<file path="src/hdl/cvdstg_pkg.sv">
package cvdstg_pkg;
    // register indices on the plain byte port
    localparam logic [3:0] ADDR_PRE = 4'h0;
    localparam logic [3:0] ADDR_ACQ = 4'h1;
    localparam logic [3:0] ADDR_GRD = 4'h2;
    localparam logic [3:0] ADDR_CAP = 4'h3;
    localparam logic [3:0] ADDR_RES0H = 4'h4;
    localparam logic [3:0] ADDR_RES0L = 4'h5;
    localparam logic [3:0] ADDR_RES1H = 4'h6;
    localparam logic [3:0] ADDR_RES1L = 4'h7;
    localparam logic [3:0] ADDR_CTRL = 4'h8;
    // field positions
    localparam int GRD_B_OE_BIT = 7;
    localparam int GRD_A_OE_BIT = 6;
    localparam int GRD_POL_BIT = 5;
    localparam int CTRL_DS_BIT = 0;
    localparam int CTRL_IP_BIT = 1;
    localparam int CTRL_JUST_BIT = 2;
    localparam int CTRL_RC_BIT = 3;
    localparam int CTRL_ON_BIT = 4;
    localparam int CTRL_GO_BIT = 5;
    localparam int CTRL_SECOND_BIT = 6;
    // reset values
    localparam logic [6:0] TIME_RESET = 7'h00;
    localparam logic [2:0] GRD_RESET = 3'h0;
    localparam logic [3:0] CAP_RESET = 4'h0;
    localparam logic [4:0] CTRL_RESET = 5'h00;
    // instruction cycle is four system clocks
    localparam logic [1:0] INSTR_DIV_LAST = 2'h3;

    typedef enum {ST_IDLE, ST_PRE, ST_ACQ, ST_CONV} cvdstg_state_t;

    // bus request grouped as one carrier
    typedef struct packed {
        logic [3:0] addr;
        logic [7:0] wrData;
        logic wrEn;
        logic rdEn;
    } cvdstg_bus_t;

    // analog front end controls grouped
    typedef struct packed {
        logic guardAOut;
        logic guardAOe;
        logic guardBOut;
        logic guardBOe;
        logic [3:0] capSel;
    } cvdstg_front_t;
endpackage

</file>
<file path="src/hdl/cvdstg_top.sv">
`timescale 1ns/100ps
`default_nettype none

// What this block does
// - nonzero pre-charge value N holds pre-charge for exactly N timing ticks.
// - zero pre-charge value skips the pre-charge stage entirely.
// - nonzero acquisition value N holds acquisition for exactly N timing ticks.
// - zero acquisition value omits the acquisition stage.
// - with RC clock selected, both timers count RC ticks instead.
// - guard B enable routes guard drive to pin B; clear means undriven.
// - guard A enable routes guard drive to pin A; clear means undriven.
// - polarity bit sets the level both guards start pre-charge with.
// - double sample plus invert flips polarity for second conversion only.
// - enabled guard outputs are driven while converter-on stays set.
// - guard A toggles when acquisition starts; guard B keeps level.
// - four-bit capacitor code selects 2 pF per count, zero disconnects.
// - left justified puts result bits 9..2 in the high byte.
// - left justified puts bits 1..0 in low byte bits 7..6.
// - right justified puts bits 9..8 in high byte bits 1..0.
// - right justified load forces upper six high-byte bits to zero.
// - left justified load forces lower six low-byte bits to zero.
// - right justified puts result bits 7..0 in the low byte.
// - double sample starts second sequence at once, busy stays set.
module cvdstg_top
    import cvdstg_pkg::*;
(
    // clock and reset
    input wire logic clk,
    input wire logic sys_rst,
    // register port
    input wire logic [3:0] regAddr,
    input wire logic [7:0] regWrData,
    input wire logic regWrEn,
    input wire logic regRdEn,
    output logic [7:0] regRdData,
    // timing source from the dedicated rc clock, one pulse per period
    input wire logic rcClockTick,
    // successive approximation core
    input wire logic convDone,
    input wire logic [9:0] convData,
    output logic convStart,
    // guard pins and sample capacitor
    output logic guardPinAOut,
    output logic guardPinAOe,
    output logic guardPinBOut,
    output logic guardPinBOe,
    output logic [3:0] extraCapSelect,
    // sequence status
    output logic convBusy,
    output logic [1:0] stageStatus
);

    cvdstg_bus_t bus;
    cvdstg_front_t frontNext;
    cvdstg_state_t state_reg;
    cvdstg_state_t state_next;
    logic [6:0] preTime_reg;
    logic [6:0] acqTime_reg;
    logic [2:0] guard_reg;
    logic [3:0] cap_reg;
    logic [4:0] ctrl_reg;
    logic [7:0] res0High_reg;
    logic [7:0] res0Low_reg;
    logic [7:0] res1High_reg;
    logic [7:0] res1Low_reg;
    logic [1:0] instrDiv_reg;
    logic [6:0] count_reg;
    logic [6:0] count_next;
    logic second_reg;
    logic passNext;
    logic timeTick;
    logic polEff;
    logic goReq;
    logic convOn;
    logic seqEnd;
    logic [7:0] rdMux;
    logic [7:0] loadHigh;
    logic [7:0] loadLow;

    assign bus = '{addr: regAddr, wrData: regWrData, wrEn: regWrEn, rdEn: regRdEn};
    // a go write that also sets the on bit must not be cut off by the stale bit
    assign convOn = ctrl_reg[CTRL_ON_BIT] || goReq;

    // a write is decoded in several places, so keep it in one function
    function automatic logic wrHit(input cvdstg_bus_t b, input logic [3:0] a);
        wrHit = b.wrEn && (b.addr == a);
    endfunction

    // control registers, all cleared by reset
    always_ff @(posedge clk)
    begin
        if (sys_rst)
        begin
            preTime_reg <= TIME_RESET;
            acqTime_reg <= TIME_RESET;
            guard_reg <= GRD_RESET;
            cap_reg <= CAP_RESET;
            ctrl_reg <= CTRL_RESET;
        end
        else
        begin
            if (wrHit(bus, ADDR_PRE))
                preTime_reg <= bus.wrData[6:0];
            if (wrHit(bus, ADDR_ACQ))
                acqTime_reg <= bus.wrData[6:0];
            if (wrHit(bus, ADDR_GRD))
                guard_reg <= bus.wrData[GRD_B_OE_BIT:GRD_POL_BIT];
            if (wrHit(bus, ADDR_CAP))
                cap_reg <= bus.wrData[3:0];
            if (wrHit(bus, ADDR_CTRL))
                ctrl_reg <= bus.wrData[CTRL_ON_BIT:CTRL_DS_BIT];
        end
    end

    // go is a write of one to the go bit; ignored while busy or off
    assign goReq = wrHit(bus, ADDR_CTRL) && bus.wrData[CTRL_GO_BIT]
        && bus.wrData[CTRL_ON_BIT] && (state_reg == ST_IDLE);

    // instruction cycle divider, free running
    always_ff @(posedge clk)
    begin
        if (sys_rst)
            instrDiv_reg <= 2'h0;
        else
            instrDiv_reg <= instrDiv_reg + 2'h1;
    end

    // timing base: instruction cycles or rc ticks
    assign timeTick = ctrl_reg[CTRL_RC_BIT] ? rcClockTick
        : (instrDiv_reg == INSTR_DIV_LAST);

    // conversion ends a sequence; the last one frees the unit
    assign seqEnd = (state_reg == ST_CONV) && convDone;

    // sequence walker, zero-length stages are skipped
    always_comb
    begin
        state_next = state_reg;
        count_next = count_reg;
        case (state_reg)
            ST_IDLE:
            begin
                if (goReq)
                begin
                    if (preTime_reg != 7'h00)
                    begin
                        state_next = ST_PRE;
                        count_next = preTime_reg;
                    end
                    else if (acqTime_reg != 7'h00)
                    begin
                        state_next = ST_ACQ;
                        count_next = acqTime_reg;
                    end
                    else
                        state_next = ST_CONV;
                end
            end
            ST_PRE:
            begin
                if (timeTick)
                begin
                    count_next = count_reg - 7'h01;
                    if (count_reg == 7'h01)
                    begin
                        if (acqTime_reg != 7'h00)
                        begin
                            state_next = ST_ACQ;
                            count_next = acqTime_reg;
                        end
                        else
                            state_next = ST_CONV;
                    end
                end
            end
            ST_ACQ:
            begin
                if (timeTick)
                begin
                    count_next = count_reg - 7'h01;
                    if (count_reg == 7'h01)
                        state_next = ST_CONV;
                end
            end
            ST_CONV:
            begin
                if (convDone)
                begin
                    // second pass restarts straight away, busy kept high
                    if (ctrl_reg[CTRL_DS_BIT] && !second_reg)
                    begin
                        if (preTime_reg != 7'h00)
                        begin
                            state_next = ST_PRE;
                            count_next = preTime_reg;
                        end
                        else if (acqTime_reg != 7'h00)
                        begin
                            state_next = ST_ACQ;
                            count_next = acqTime_reg;
                        end
                        else
                            state_next = ST_CONV;
                    end
                    else
                        state_next = ST_IDLE;
                end
            end
            default:
                state_next = ST_IDLE;
        endcase
        // turning the converter off aborts any sequence
        if (!convOn)
            state_next = ST_IDLE;
    end

    // state and counter
    always_ff @(posedge clk)
    begin
        if (sys_rst)
        begin
            state_reg <= ST_IDLE;
            count_reg <= 7'h00;
        end
        else
        begin
            state_reg <= state_next;
            count_reg <= count_next;
        end
    end

    // which pass of a double sample is running
    always_ff @(posedge clk)
    begin
        if (sys_rst)
            second_reg <= 1'b0;
        else if (goReq || !convOn)
            second_reg <= 1'b0;
        else if (seqEnd && ctrl_reg[CTRL_DS_BIT] && !second_reg)
            second_reg <= 1'b1;
        else if (seqEnd)
            second_reg <= 1'b0;
    end

    // conversion start pulse and status flags
    always_ff @(posedge clk)
    begin
        if (sys_rst)
        begin
            convStart <= 1'b0;
            convBusy <= 1'b0;
            stageStatus <= 2'h0;
        end
        else
        begin
            convStart <= (state_next == ST_CONV) && (state_reg != ST_CONV || convDone);
            convBusy <= (state_next != ST_IDLE);
            case (state_next)
                ST_PRE: stageStatus <= 2'h1;
                ST_ACQ: stageStatus <= 2'h2;
                ST_CONV: stageStatus <= 2'h3;
                default: stageStatus <= 2'h0;
            endcase
        end
    end

    // pass of the coming cycle, so the flipped level lands with the restart edge
    assign passNext = second_reg ? !seqEnd : (seqEnd && ctrl_reg[CTRL_DS_BIT]);

    // the stored polarity bit itself is never altered
    assign polEff = guard_reg[GRD_POL_BIT - GRD_POL_BIT]
        ^ (passNext && ctrl_reg[CTRL_DS_BIT] && ctrl_reg[CTRL_IP_BIT]);

    // guard levels: start at polarity, A flips from acquisition onward
    always_comb
    begin
        frontNext.guardBOut = polEff;
        if (state_next == ST_ACQ || state_next == ST_CONV)
            frontNext.guardAOut = ~polEff;
        else
            frontNext.guardAOut = polEff;
        frontNext.guardAOe = convOn && guard_reg[GRD_A_OE_BIT - GRD_POL_BIT];
        frontNext.guardBOe = convOn && guard_reg[GRD_B_OE_BIT - GRD_POL_BIT];
        frontNext.capSel = cap_reg;
    end

    // pins only carry a level while enabled; held low otherwise
    always_ff @(posedge clk)
    begin
        if (sys_rst)
        begin
            guardPinAOut <= 1'b0;
            guardPinAOe <= 1'b0;
            guardPinBOut <= 1'b0;
            guardPinBOe <= 1'b0;
            extraCapSelect <= CAP_RESET;
        end
        else
        begin
            guardPinAOut <= frontNext.guardAOe & frontNext.guardAOut;
            guardPinAOe <= frontNext.guardAOe;
            guardPinBOut <= frontNext.guardBOe & frontNext.guardBOut;
            guardPinBOe <= frontNext.guardBOe;
            extraCapSelect <= frontNext.capSel;
        end
    end

    // result formatting at load time
    always_comb
    begin
        if (ctrl_reg[CTRL_JUST_BIT])
        begin
            loadHigh = {6'h00, convData[9:8]};
            loadLow = convData[7:0];
        end
        else
        begin
            loadHigh = convData[9:2];
            loadLow = {convData[1:0], 6'h00};
        end
    end

    // results have no reset; a load beats a software write
    always_ff @(posedge clk)
    begin
        if (seqEnd && !second_reg)
        begin
            res0High_reg <= loadHigh;
            res0Low_reg <= loadLow;
        end
        else
        begin
            if (wrHit(bus, ADDR_RES0H))
                res0High_reg <= bus.wrData;
            if (wrHit(bus, ADDR_RES0L))
                res0Low_reg <= bus.wrData;
        end
        if (seqEnd && second_reg)
        begin
            res1High_reg <= loadHigh;
            res1Low_reg <= loadLow;
        end
        else
        begin
            if (wrHit(bus, ADDR_RES1H))
                res1High_reg <= bus.wrData;
            if (wrHit(bus, ADDR_RES1L))
                res1Low_reg <= bus.wrData;
        end
    end

    // read decode; unused bits and unmapped addresses read zero
    always_comb
    begin
        case (bus.addr)
            ADDR_PRE: rdMux = {1'b0, preTime_reg};
            ADDR_ACQ: rdMux = {1'b0, acqTime_reg};
            ADDR_GRD: rdMux = {guard_reg, 5'h00};
            ADDR_CAP: rdMux = {4'h0, cap_reg};
            ADDR_RES0H: rdMux = res0High_reg;
            ADDR_RES0L: rdMux = res0Low_reg;
            ADDR_RES1H: rdMux = res1High_reg;
            ADDR_RES1L: rdMux = res1Low_reg;
            ADDR_CTRL: rdMux = {1'b0, second_reg, convBusy, ctrl_reg};
            default: rdMux = 8'h00;
        endcase
    end

    // read data stands only in the cycle after the strobe
    always_ff @(posedge clk)
    begin
        if (sys_rst)
            regRdData <= 8'h00;
        else if (bus.rdEn)
            regRdData <= rdMux;
        else
            regRdData <= 8'h00;
    end

endmodule

`default_nettype wire

</file>
<file path="config.mk">
export PLATFORM = sky130hd
export DESIGN_NAME = cvdstg_top
export DESIGN_NICKNAME = d
export VERILOG_FILES = /design/src/hdl/cvdstg_pkg.sv /design/src/hdl/cvdstg_top.sv
export SDC_FILE = /design/constraint.sdc
export NUM_CORES = 1
export LEC_CHECK = 0
export BUFFER_PORTS_ARGS = -buffer_cell sky130_fd_sc_hd__clkbuf_2
export CORE_ASPECT_RATIO = 1.5
export CORE_MARGIN = 2
export CORE_UTILIZATION = 59
export DETAILED_ROUTE_END_ITERATION = 10
export PLACE_DENSITY = 0.79
export SYNTH_ARGS = -nofsm -noshare
export SYNTH_HDL_FRONTEND = slang
export SYNTH_SLANG_ARGS = --single-unit
</file>
<file path="constraint.sdc">
create_clock -name clk -period 3 [get_ports clk]
set_input_delay 0.3 -clock clk [delete_from_list [all_inputs] [get_ports clk]]
set_output_delay 0.3 -clock clk [all_outputs]
set_load 0.005 [all_outputs]
</file>
==> flow_summary.json <==
{
  "status": "finished, final reports clean",
  "hold_path.class": "in2reg",
  "postPlaceCellArea_sq_mm": 0.00550,
  "fmax_mhz": 410,
  "core_sq_mm": 0.00841,
  "grt_setup_unrepaired": "false",
  "fin_crit_sh": 0.813,
  "antenna_found_initial": 0,
  "syn_area_sq_mm": 0.00508,
  "largest_register_ffs": 32,
  "clkTransAtPathRegs_ns": 0.05,
  "worst_slack_ns": 0.561,
  "yosys.cell_types.count": 60,
  "cts_tree": "yes",
  "grt_pass1_wl_mm": 21.4,
  "cap_violations": 0,
  "via_per_inst": 6.17,
  "die_area_sq_mm": 0.00939,
  "syn_inst": 516,
  "vias": 4365,
  "drt_first_iter_violations": 424,
  "grt-ovfl-total": 0,
  "path_max_fanout": 25,
  "slew-limit-headroom": 0.217,
  "synth.area.top_cells": "dfxtp_1, edfxtp_1, nand2_1",
  "fin_crit_ns": 2.44,
  "cts_buffers": 17,
  "ctsHoldBuffers": 0,
  "yosysWarningCount": 0,
  "dp_slack_ns": 0.588,
  "worst-setup-path-type": "reg2reg",
  "ys_seq_area_frac": 0.536,
  "cts.path.max_buffers": 2,
  "cts.repair.resized": 0,
  "rows": 41,
  "cts_sinks": 120,
  "firstDrtPassIters": 5,
  "post_cts_buffers": 0,
  "dp_hpwl_mm": 9.78,
  "wirelength_mm": 13.7,
  "htreeDepth": 4,
  "grt_pass1_vias": 4279,
  "routedWlPerCell_um": 19.4,
  "drv_slew": 0,
  "syn_avg_cell_area_sq_um": 9.85,
  "synth_top_cell_by_area": "dfxtp_1",
  "yosysTopAreaCellShare": 0.347,
  "synthFlopType": "dfxtp_1",
  "hold_viol_final": 0,
  "insertion_delay_ns": 0.42,
  "async_reset_ff_frac": 0,
  "arrival_ns": 2.75,
  "syn2layout_area_growth_pct": 20.0,
  "hold_slack_ns": 0.189,
  "cp-end-kind": "flop",
  "final_common_cell": "dfxtp_1",
  "port-buffer-count": 47,
  "setup_viol": 0,
  "cp.required_ns": 3.31,
  "drive_above_1_share": 0.165,
  "n_antenna_cell": 0,
  "ir_worst_vdd_mv": 0.529,
  "track_usage": 0.305,
  "worst_pin_slew_ns": 1.16,
  "synth-edff-count": 32,
  "finClkSkew_ns": 0.00740,
  "grt_max_degree": 34,
  "ios": 48,
  "final_area_sq_mm": 0.00610,
  "most-common-layout-cells": "dfxtp_1, nand2_1, clkbuf_2",
  "gp_congestion": 1.01,
  "start_util": 0.604,
  "final_nets": 619,
  "p_per_area_mw_per_mm2": 643,
  "start_kind": "flop",
  "cts-root-buf": "clkbuf_16",
  "drc": 0,
  "final_util": 0.725,
  "p_leak_nw": 2.36,
  "finalSetupTns_ns": 0,
  "drtAntennaViolNets": 0,
  "synth_seq_cells": 120,
  "die_width_um": 79.8,
  "die_y_um": 118
}
## cell families after synthesis
family	synth area share
compound gates	0.185
xor+xnor	0.00517
fa+ha+maj	0.00739
buf+inv	0.0288
flops	0.536
mux	0.0419
other cells	0.000738
simple gates	0.195
## metrics by stage
step | std cells | power, mW
after floorplan | 545 | 1.85
after global placement | 676 | 1.92
after detailed placement | 676 | 1.93
after CTS | 708 | 3.93
after global routing | 708 | 4.04
final | 708 | 3.92
## Yosys cell counts (3+ instances only)
cell type,number
o211ai_1,3
nor4_2,7
a21boi_0,5
nor3_1,9
nor3b_1,4
a211oi_1,5
ha_1,3
buf_2,3
nand3_1,28
dfxtp_1,88
a21oi_1,35
mux2i_1,19
o21ai_0,30
nor4_1,4
a22o_1,16
a31oi_1,3
a222oi_1,6
nor2_1,36
and3_1,7
or4_1,3
a22oi_1,10
clkbuf_1,26
nand4_1,5
nor2b_1,11
edfxtp_1,32
nand4b_1,3
nand2_1,54
inv_1,7
o31ai_1,3
nand2b_1,5
o22ai_1,4
## routing by layer
metal  part of all wire  GRT usage  up-vias  wire [um]
met5                  0          0        -          0
met4              0.063      0.220        0        869
met1               0.35      0.318     2033       4820
met2               0.52      0.525      218       7170
met3              0.063     0.0667       64        865
li1                   -          -     2050          -
## critical path, stage by stage, from the launching register on
cell,delay [ns]
dfxtp_1,0.30
nor4_1,0.38
nand4_1,0.28
or4_1,0.53
buf_4,0.22
a211o_1,0.30
a21oi_1,0.14
and3b_1,0.18
## cell type report
| class | instances | area [sq um] |
|---|---|---|
| Sequential cell | 120 | 2720 |
| Multi-Input combinational cell | 387 | 2320 |
| Fill cell | 618 | 2310 |
| Clock buffer | 21 | 482 |
| Timing Repair Buffer | 55 | 295 |
| Tap cell | 107 | 134 |
| Clock inverter | 11 | 119 |
| Inverter | 7 | 26.3 |
## where the power goes
| part | total (mW) | switching, mW | internal [mW] |
|---|---|---|---|
| Combinational | 0.179 | 0.119 | 0.0598 |
| Sequential | 1.72 | 0.0184 | 1.70 |
| Clock | 2.03 | 0.715 | 1.31 |
| Total | 3.92 | 0.853 | 3.07 |
## path summary, 6_finish.rpt
check                                   from                    endpoint  slack (ns)  cells after the start
setup reg to reg     state_reg[7]$_SDFF_PP0_     guardPinAOut$_SDFF_PP0_        0.56                      7
hold / removal                  regWrData[7]   guard_reg[2]$_SDFFE_PP0P_        0.19                      3
setup / recovery     state_reg[7]$_SDFF_PP0_     guardPinAOut$_SDFF_PP0_        0.56                      7
hold reg to reg   instrDiv_reg[0]$_SDFF_PP0_  instrDiv_reg[0]$_SDFF_PP0_        0.42                      1
Power figures use the tool's default switching activity.
